$ cat src/port_pin_defines.vh
// Register map, reset values and bus codes for the port pin block
`ifndef PORT_PIN_DEFINES_VH
`define PORT_PIN_DEFINES_VH

// ************************************************************
// Bus geometry
// ************************************************************
`define ADDR_W 8
`define DATA_W 32
`define RESP_OKAY 2'h0
`define RESP_SLVERR 2'h2

// ************************************************************
// Register byte offsets
// ************************************************************
`define OFS_PULLUP 8'h00
`define OFS_SLEW 8'h04
`define OFS_DRIVE 8'h08
`define OFS_FDIR 8'h0C
`define OFS_DATA 8'h10
`define OFS_DDIR 8'h14

// ************************************************************
// Field layout
// ************************************************************
`define FIRST_PINS 7
`define SECOND_PINS 8
`define FIRST_MASK 8'h7F

// ************************************************************
// Reset values
// ************************************************************
`define PULLUP_RST 7'h00
`define SLEW_RST 7'h7F
`define DRIVE_RST 7'h00
`define FDIR_RST 7'h00
`define DATA_RST 8'h00
`define DDIR_RST 8'h00

`endif

$ cat src/pin_sync.v
// Two-flop synchroniser for the second port's pin levels
`timescale 1ns/1ps
`default_nettype none

module pin_sync (
  input wire aclk,
  input wire aresetn,
  input wire [7:0] pin_async,
  output reg [7:0] pin_level_r
);

  reg [7:0] meta_r;

  // First stage feeds only the second stage
  always @(posedge aclk)
  begin
    if (!aresetn)
    begin
      meta_r <= 8'h00;
      pin_level_r <= 8'h00;
    end
    else
    begin
      meta_r <= pin_async;
      pin_level_r <= meta_r;
    end
  end

endmodule

`default_nettype wire

$ cat src/axil_slave.v
// AXI4-Lite handshake front end: one write and one read at a time
`timescale 1ns/1ps
`default_nettype none
`include "port_pin_defines.vh"

module axil_slave (
  input wire aclk,
  input wire aresetn,
  input wire [7:0] s_awaddr,
  input wire s_awvalid,
  output reg s_awready,
  input wire [31:0] s_wdata,
  input wire [3:0] s_wstrb,
  input wire s_wvalid,
  output reg s_wready,
  output reg [1:0] s_bresp,
  output reg s_bvalid,
  input wire s_bready,
  input wire [7:0] s_araddr,
  input wire s_arvalid,
  output reg s_arready,
  output reg [31:0] s_rdata,
  output reg [1:0] s_rresp,
  output reg s_rvalid,
  input wire s_rready,
  output wire wr_en,
  output reg [7:0] wr_addr_r,
  output reg [7:0] wr_data_r,
  output reg wr_lane0_r,
  input wire wr_err,
  input wire [7:0] rd_data,
  input wire rd_err
);

  reg aw_full_r;
  reg w_full_r;

  // Commit once both halves are in and the last answer is gone
  assign wr_en = aw_full_r & w_full_r & ~s_bvalid;

  always @(posedge aclk)
  begin
    if (!aresetn)
    begin
      s_awready <= 1'b1;
      s_wready <= 1'b1;
      aw_full_r <= 1'b0;
      w_full_r <= 1'b0;
      wr_addr_r <= 8'h00;
      wr_data_r <= 8'h00;
      wr_lane0_r <= 1'b0;
      s_bvalid <= 1'b0;
      s_bresp <= `RESP_OKAY;
    end
    else
    begin
      if (s_awvalid && s_awready)
      begin
        wr_addr_r <= s_awaddr;
        aw_full_r <= 1'b1;
        s_awready <= 1'b0;
      end
      if (s_wvalid && s_wready)
      begin
        wr_data_r <= s_wdata[7:0];
        wr_lane0_r <= s_wstrb[0];
        w_full_r <= 1'b1;
        s_wready <= 1'b0;
      end
      if (wr_en)
      begin
        aw_full_r <= 1'b0;
        w_full_r <= 1'b0;
        s_bvalid <= 1'b1;
        s_bresp <= wr_err ? `RESP_SLVERR : `RESP_OKAY;
      end
      if (s_bvalid && s_bready)
      begin
        s_bvalid <= 1'b0;
        s_awready <= 1'b1;
        s_wready <= 1'b1;
      end
    end
  end

  // Read data captured at the address handshake
  always @(posedge aclk)
  begin
    if (!aresetn)
    begin
      s_arready <= 1'b1;
      s_rvalid <= 1'b0;
      s_rdata <= 32'h0000_0000;
      s_rresp <= `RESP_OKAY;
    end
    else if (s_arvalid && s_arready)
    begin
      s_arready <= 1'b0;
      s_rvalid <= 1'b1;
      s_rdata <= {24'h00_0000, rd_data};
      s_rresp <= rd_err ? `RESP_SLVERR : `RESP_OKAY;
    end
    else if (s_rvalid && s_rready)
    begin
      s_rvalid <= 1'b0;
      s_arready <= 1'b1;
    end
  end

endmodule

`default_nettype wire

$ cat src/port_pin_control.v
// Pin control of the seven-pin port and parallel I/O of the eight-pin port
`timescale 1ns/1ps
`default_nettype none
`include "port_pin_defines.vh"

module port_pin_control (
  input wire aclk,
  input wire aresetn,
  input wire [7:0] s_awaddr,
  input wire s_awvalid,
  output wire s_awready,
  input wire [31:0] s_wdata,
  input wire [3:0] s_wstrb,
  input wire s_wvalid,
  output wire s_wready,
  output wire [1:0] s_bresp,
  output wire s_bvalid,
  input wire s_bready,
  input wire [7:0] s_araddr,
  input wire s_arvalid,
  output wire s_arready,
  output wire [31:0] s_rdata,
  output wire [1:0] s_rresp,
  output wire s_rvalid,
  input wire s_rready,
  output reg [6:0] first_port_pin_oe_r,
  output reg [6:0] first_port_pullup_en_r,
  output reg [6:0] first_port_slew_limit_r,
  output reg [6:0] first_port_drive_high_r,
  input wire [7:0] second_port_pin_in,
  output reg [7:0] second_port_pin_out_r,
  output reg [7:0] second_port_pin_oe_r
);

  // ************************************************************
  // Software-visible state
  // ************************************************************
  reg [6:0] first_port_pullup_bits_r;
  reg [6:0] first_port_slew_bits_r;
  reg [6:0] first_port_drive_bits_r;
  reg [6:0] first_port_direction_bits_r;
  reg [7:0] second_port_data_latch_r;
  reg [7:0] second_port_direction_bits_r;

  reg [6:0] first_port_pullup_bits_nxt;
  reg [6:0] first_port_slew_bits_nxt;
  reg [6:0] first_port_drive_bits_nxt;
  reg [6:0] first_port_direction_bits_nxt;
  reg [7:0] second_port_data_latch_nxt;
  reg [7:0] second_port_direction_bits_nxt;

  // ************************************************************
  // Bus front end
  // ************************************************************
  wire wr_en;
  wire [7:0] wr_addr_r;
  wire [7:0] wr_data_r;
  wire wr_lane0_r;
  reg wr_err;
  reg [7:0] rd_data;
  reg rd_err;
  wire [7:0] second_port_level;

  axil_slave bus (
    .aclk(aclk),
    .aresetn(aresetn),
    .s_awaddr(s_awaddr),
    .s_awvalid(s_awvalid),
    .s_awready(s_awready),
    .s_wdata(s_wdata),
    .s_wstrb(s_wstrb),
    .s_wvalid(s_wvalid),
    .s_wready(s_wready),
    .s_bresp(s_bresp),
    .s_bvalid(s_bvalid),
    .s_bready(s_bready),
    .s_araddr(s_araddr),
    .s_arvalid(s_arvalid),
    .s_arready(s_arready),
    .s_rdata(s_rdata),
    .s_rresp(s_rresp),
    .s_rvalid(s_rvalid),
    .s_rready(s_rready),
    .wr_en(wr_en),
    .wr_addr_r(wr_addr_r),
    .wr_data_r(wr_data_r),
    .wr_lane0_r(wr_lane0_r),
    .wr_err(wr_err),
    .rd_data(rd_data),
    .rd_err(rd_err)
  );

  // ************************************************************
  // Pin input synchronisation
  // ************************************************************
  // Pins are asynchronous to aclk, so reads see a two-cycle-old level
  pin_sync sync (
    .aclk(aclk),
    .aresetn(aresetn),
    .pin_async(second_port_pin_in),
    .pin_level_r(second_port_level)
  );

  // ************************************************************
  // Write address match
  // ************************************************************
  wire hit_pullup;
  wire hit_slew;
  wire hit_drive;
  wire hit_fdir;
  wire hit_data;
  wire hit_ddir;
  wire wr_commit;

  assign hit_pullup = (wr_addr_r == `OFS_PULLUP);
  assign hit_slew = (wr_addr_r == `OFS_SLEW);
  assign hit_drive = (wr_addr_r == `OFS_DRIVE);
  assign hit_fdir = (wr_addr_r == `OFS_FDIR);
  assign hit_data = (wr_addr_r == `OFS_DATA);
  assign hit_ddir = (wr_addr_r == `OFS_DDIR);
  // A write with lane 0 off is answered but commits nothing
  assign wr_commit = wr_en & wr_lane0_r;

  // ************************************************************
  // Write decode
  // ************************************************************
  always @*
  begin
    wr_err = 1'b0;
    case (wr_addr_r)
      `OFS_PULLUP,
      `OFS_SLEW,
      `OFS_DRIVE,
      `OFS_FDIR,
      `OFS_DATA,
      `OFS_DDIR:
        wr_err = 1'b0;
      default:
        wr_err = 1'b1;
    endcase
  end

  // Only byte lane 0 holds register bits; upper lanes are dropped
  always @*
  begin
    first_port_pullup_bits_nxt = first_port_pullup_bits_r;
    first_port_slew_bits_nxt = first_port_slew_bits_r;
    first_port_drive_bits_nxt = first_port_drive_bits_r;
    first_port_direction_bits_nxt = first_port_direction_bits_r;
    second_port_data_latch_nxt = second_port_data_latch_r;
    second_port_direction_bits_nxt = second_port_direction_bits_r;
    if (wr_commit && hit_pullup)
    begin
      first_port_pullup_bits_nxt = wr_data_r[6:0];
    end
    if (wr_commit && hit_slew)
    begin
      first_port_slew_bits_nxt = wr_data_r[6:0];
    end
    if (wr_commit && hit_drive)
    begin
      first_port_drive_bits_nxt = wr_data_r[6:0];
    end
    if (wr_commit && hit_fdir)
    begin
      first_port_direction_bits_nxt = wr_data_r[6:0];
    end
    // Input pins' bits are latched too, ready for a turn-around
    if (wr_commit && hit_data)
    begin
      second_port_data_latch_nxt = wr_data_r;
    end
    if (wr_commit && hit_ddir)
    begin
      second_port_direction_bits_nxt = wr_data_r;
    end
  end

  always @(posedge aclk)
  begin
    if (!aresetn)
    begin
      first_port_pullup_bits_r <= `PULLUP_RST;
      first_port_slew_bits_r <= `SLEW_RST;
      first_port_drive_bits_r <= `DRIVE_RST;
      first_port_direction_bits_r <= `FDIR_RST;
      second_port_data_latch_r <= `DATA_RST;
      second_port_direction_bits_r <= `DDIR_RST;
    end
    else
    begin
      first_port_pullup_bits_r <= first_port_pullup_bits_nxt;
      first_port_slew_bits_r <= first_port_slew_bits_nxt;
      first_port_drive_bits_r <= first_port_drive_bits_nxt;
      first_port_direction_bits_r <= first_port_direction_bits_nxt;
      second_port_data_latch_r <= second_port_data_latch_nxt;
      second_port_direction_bits_r <= second_port_direction_bits_nxt;
    end
  end

  // ************************************************************
  // Read decode
  // ************************************************************
  wire [7:0] second_port_read;

  // Per-bit source: latch when driven, pin level when an input
  genvar d;
  generate
    for (d = 0; d < `SECOND_PINS; d = d + 1)
    begin : rd_sel
      assign second_port_read[d] = second_port_direction_bits_r[d] ?
        second_port_data_latch_r[d] :
        second_port_level[d];
    end
  endgenerate

  // ************************************************************
  // Read address match
  // ************************************************************
  wire rd_hit_pullup;
  wire rd_hit_slew;
  wire rd_hit_drive;
  wire rd_hit_fdir;
  wire rd_hit_data;
  wire rd_hit_ddir;
  wire rd_hit_any;

  assign rd_hit_pullup = (s_araddr == `OFS_PULLUP);
  assign rd_hit_slew = (s_araddr == `OFS_SLEW);
  assign rd_hit_drive = (s_araddr == `OFS_DRIVE);
  assign rd_hit_fdir = (s_araddr == `OFS_FDIR);
  assign rd_hit_data = (s_araddr == `OFS_DATA);
  assign rd_hit_ddir = (s_araddr == `OFS_DDIR);
  // Anything else is a hole in the map and answers with an error
  assign rd_hit_any = rd_hit_pullup | rd_hit_slew | rd_hit_drive |
    rd_hit_fdir | rd_hit_data | rd_hit_ddir;

  always @*
  begin
    rd_data = 8'h00;
    rd_err = ~rd_hit_any;
    case (s_araddr)
      `OFS_PULLUP:
        rd_data = {1'b0, first_port_pullup_bits_r};
      `OFS_SLEW:
        rd_data = {1'b0, first_port_slew_bits_r};
      `OFS_DRIVE:
        rd_data = {1'b0, first_port_drive_bits_r};
      `OFS_FDIR:
        rd_data = {1'b0, first_port_direction_bits_r};
      `OFS_DATA:
        rd_data = second_port_read;
      `OFS_DDIR:
        rd_data = second_port_direction_bits_r;
      default:
        rd_data = 8'h00;
    endcase
  end

  // ************************************************************
  // First port pin control
  // ************************************************************
  reg [6:0] first_port_pin_oe_nxt;
  reg [6:0] first_port_pullup_en_nxt;
  reg [6:0] first_port_slew_limit_nxt;
  reg [6:0] first_port_drive_high_nxt;

  genvar c;
  generate
    for (c = 0; c < `FIRST_PINS; c = c + 1)
    begin : first_ctl
      always @*
      begin
        // Direction decides which pad control applies
        first_port_pin_oe_nxt[c] = first_port_direction_bits_r[c];
        // An output never fights its own pullup
        first_port_pullup_en_nxt[c] = first_port_pullup_bits_r[c] &
          ~first_port_direction_bits_r[c];
        // Slew limiting is meaningless on an undriven pad
        first_port_slew_limit_nxt[c] = first_port_slew_bits_r[c] &
          first_port_direction_bits_r[c];
        first_port_drive_high_nxt[c] = first_port_drive_bits_r[c];
      end
    end
  endgenerate

  // Registered so pad controls never glitch on decode changes
  always @(posedge aclk)
  begin
    if (!aresetn)
    begin
      first_port_pin_oe_r <= 7'h00;
      first_port_pullup_en_r <= 7'h00;
      first_port_slew_limit_r <= 7'h00;
      first_port_drive_high_r <= 7'h00;
    end
    else
    begin
      first_port_pin_oe_r <= first_port_pin_oe_nxt;
      first_port_pullup_en_r <= first_port_pullup_en_nxt;
      first_port_slew_limit_r <= first_port_slew_limit_nxt;
      first_port_drive_high_r <= first_port_drive_high_nxt;
    end
  end

  // ************************************************************
  // Second port pin drive
  // ************************************************************
  genvar p;
  generate
    for (p = 0; p < `SECOND_PINS; p = p + 1)
    begin : second_drv
      always @(posedge aclk)
      begin
        if (!aresetn)
        begin
          second_port_pin_out_r[p] <= 1'b0;
          second_port_pin_oe_r[p] <= 1'b0;
        end
        else
        begin
          second_port_pin_out_r[p] <= second_port_data_latch_r[p];
          second_port_pin_oe_r[p] <=
            second_port_direction_bits_r[p];
        end
      end
    end
  endgenerate

endmodule

`default_nettype wire

$ cat config.mk
export PLATFORM = sky130hd
export DESIGN_NAME = port_pin_control
export DESIGN_NICKNAME = d
export VERILOG_FILES = /design/src/pin_sync.v /design/src/axil_slave.v /design/src/port_pin_control.v
export VERILOG_INCLUDE_DIRS = /design/src
export SDC_FILE = /design/constraint.sdc
export NUM_CORES = 1
export LEC_CHECK = 0
export ABC_AREA = 1
export BUFFER_PORTS_ARGS = -buffer_cell sky130_fd_sc_hd__buf_2
export CORE_UTILIZATION = 52
export DETAILED_ROUTE_END_ITERATION = 6
export GPL_TIMING_DRIVEN = 0
export PLACE_DENSITY = 0.8
export RECOVER_POWER = 50
export SLEW_MARGIN = 25
export SYNTH_ARGS = -nofsm -noshare
export SYNTH_HDL_FRONTEND = slang
export SYNTH_SLANG_ARGS = --single-unit
$ cat constraint.sdc
create_clock -name aclk -period 1.3 [get_ports aclk]
set_input_delay 0.26 -clock aclk [delete_from_list [all_inputs] [get_ports aclk]]
set_output_delay 0.26 -clock aclk [all_outputs]
set_load 0.02 [all_outputs]
==> reports/metrics.csv <==
metric;value;unit
row cnt;36;
CP Data Required Time;1.76;ns
CP max FO;5;
total track usage;26.72;%
Startpoint Class;flop;
Hold Crit Class;in -> reg;
CP endpoint kind;flop;
WL/cell;13.42;um
Pleak;3.862;nW
I/O pins;152;
mux cell area share after synthesis;0;%
Power Density;1394;mW/mm^2
GP Congestion;0.8764;
most frequent cells in the layout;nand2_1 (191), dfxtp_1 (122), nor2_1 (103), buf_2 (89), inv_1 (89);
Adder-Cell Fraction of Synth Area;0;%
GR Util met1;33.78;%
post-synthesis xor/xnor area fraction;0;%
FILL cells;769;
Crit Path Category;reg -> reg;
clk sinks;138;
final net count;974;
skew final;0.005667;ns
area of the die;0.01082;mm^2
Setup-failing EPs final;42;
number of diodes;0;
Final Hold Vio Count;0;
Iter 0 DRT Violations;460;
commonest non-fill, non-tap cell in the layout;nand2_1;
Synth Register Bits;138;
max cap viols;0;
Max Freq;0.7204;GHz
VDD IR max;701.8;uV
CP Data Arrival Time;1.85;ns
share of layout cells above drive strength 1;26.96;%
Avg Vias per Cell;4.925;
core area;0.009910;mm^2
Slew Limit Fails;0;
IO Port Bufs;97;
clk_lat worst skew;0.53;ns
global routing's busiest layer;met2;
met2 usage;43.48;%
largest family of logic cells by synthesized area;simple AND/OR/NAND/NOR gates;
antenna-violating nets left;0;
Synth Area in Compound Gates;7.859;%
sequential fraction of the synthesis area;51.04;%
failing checks;negative setup slack;
Distinct cells, synth;24;
Slew @ Worst Pin;0.7357;ns
RSZ-0062 raised after global routing;true;
Starting Density;54.62;%
Tcrit/Tclk final;106.8;%
cell count after placement;987;
first-pass GRT wire length;22.58;mm
largest net degree at the start of global routing;17;
H-tree depth;4;
Die Y-Extent;104.0;um
Area growth syn-to-layout;34.47;%
Post-Layout Cell Count;1053;
register area;0.002785;mm^2
number of global-route vias before repair;4686;
Syn. warnings;0;
TritonCTS clock tree;yes;
First-pass DRT Iterations;6;
mean post-synth cell area;7.394;um^2
antenna violations before repair;0;
Post-DP HPWL;9.208;mm
Mapped Area;0.005413;mm^2
die width;104.0;um
total gr overflow;0;
Min Hold Slack;0.01512;ns
Multi-input gate area;0.002152;mm^2
min setup slack post-route;-0.08807;ns
Cells after Synth;732;
# DRC;0;
met3 GRT Util;6.704;%
clk root buf;clkbuf_8;
via count;5186;
Clock Pin Slew Worst Setup and Hold Paths;0.06;ns
status;finished, violations left;
total wire length;14.13;mm
post-layout util;73.45;%
total CTS buffers;17;
CTS Buffer Depth;2;
normalized max-slew margin;50.95;%
crit path time final;1.388;ns
simple-gate portion of the synthesized area;27.85;%
==> power breakdown <==
part | leakage (nW) | switching (W) | internal [W]
clock network | 0.291 | 0.00179 | 0.00308
registers | 1.13 | 0.0000706 | 0.00435
logic | 2.44 | 0.000549 | 0.000317
total | 3.86 | 0.00241 | 0.00774
==> layout make-up <==
type / count / share of cell area, %
Buffer: 52 / 4.762
Clock buffer: 22 / 6.361
Clock inverter: 10 / 1.943
Inverter: 98 / 5.123
Multi-Input combinational cell: 469 / 29.57
Sequential cell: 138 / 38.27
Tap cell: 133 / 2.286
Timing Repair Buffer: 131 / 11.69
==> synth_stat cells (all sizes together) <==
library cell / instances / area share [%]
o21ai: 34 / 3.1
nor2: 114 / 9.0
nand3: 44 / 4.5
o211ai: 7 / 0.97
a21boi: 1 / 0.14
a21oi: 39 / 3.6
nand2: 202 / 14
nor3: 2 / 0.28
conb: 1 / 0.069
inv: 98 / 6.8
buf: 44 / 5.8
clkbuf: 8 / 0.55
dfxtp: 138 / 51
==> what timing repair did <==
| action | in CTS | in global routing |
|---|---|---|
| endpoints found under the setup margin | 52 | 61 |
| resized for setup | 34 | 45 |
| pin swaps | 10 | 7 |
| buffers inserted | 14 | 5 |
| endpoints found under the hold margin | 13 | 0 |
| hold buffers | 12 | 0 |
| cloned | 3 | 0 |
==> stage by stage <==
stage / power, W / setup TNS, ns / setup WS (ns) / cell area (um^2)
2_1_floorplan: 0.004985 / 0 / 0.004756 / 5508
3_3_place_gp: 0.005189 / -8.009 / -0.2282 / 6160
3_5_place_dp: 0.005204 / -9.594 / -0.2553 / 6160
4_1_cts: 0.01008 / -0.9194 / -0.06298 / 7123
5_1_grt: 0.01049 / -4.495 / -0.1417 / 7278
6_report: 0.01015 / -1.772 / -0.08807 / 7278
==> flip-flops by register name (all words and copies together) (netlist names), 8 cells and up <==
signal / count
bus.s_rdata: 8
bus.wr_addr_r: 8
bus.wr_data_r: 8
second_port_data_latch_r: 8
second_port_direction_bits_r: 8
second_port_pin_oe_r: 8
second_port_pin_out_r: 8
sync.meta_r: 8
sync.pin_level_r: 8
==> per-layer routing <==
layer	vias up	wire length (um)
met1	2315	5819
met5	-	0
li1	2536	-
met2	290	6620
met3	45	1292
met4	0	395
==> kinds of logic (layout without fill, tap and decap cells) <==
group,count (synthesis),after routing
simple gates,362,362
other cells,1,26
buf+inv,150,313
compound gates,81,81
flops,138,138
==> critical path: stages (launching register included) <==
cell and delay, ns:
dfxtp_2 0.33, inv_2 0.07, nand3_4 0.10, nor2_8 0.16
nand3_4 0.09, nor2_4 0.18, buf_6 0.17, buf_6 0.10
nor2_2 0.03, nor2_1 0.09
==> final timing paths <==
kind              slack (ns)  depth (start not counted)           start                        endpoint
hold reg to reg         0.41                          2  sync.meta_r[5]             sync.pin_level_r[5]
hold / removal          0.02                          3     s_awaddr[5]                bus.wr_addr_r[5]
setup / recovery       -0.09                          9    bus.s_bvalid  first_port_direction_bits_r[6]
setup reg to reg       -0.09                          9    bus.s_bvalid  first_port_direction_bits_r[6]
Power figures use the tool's default switching activity.
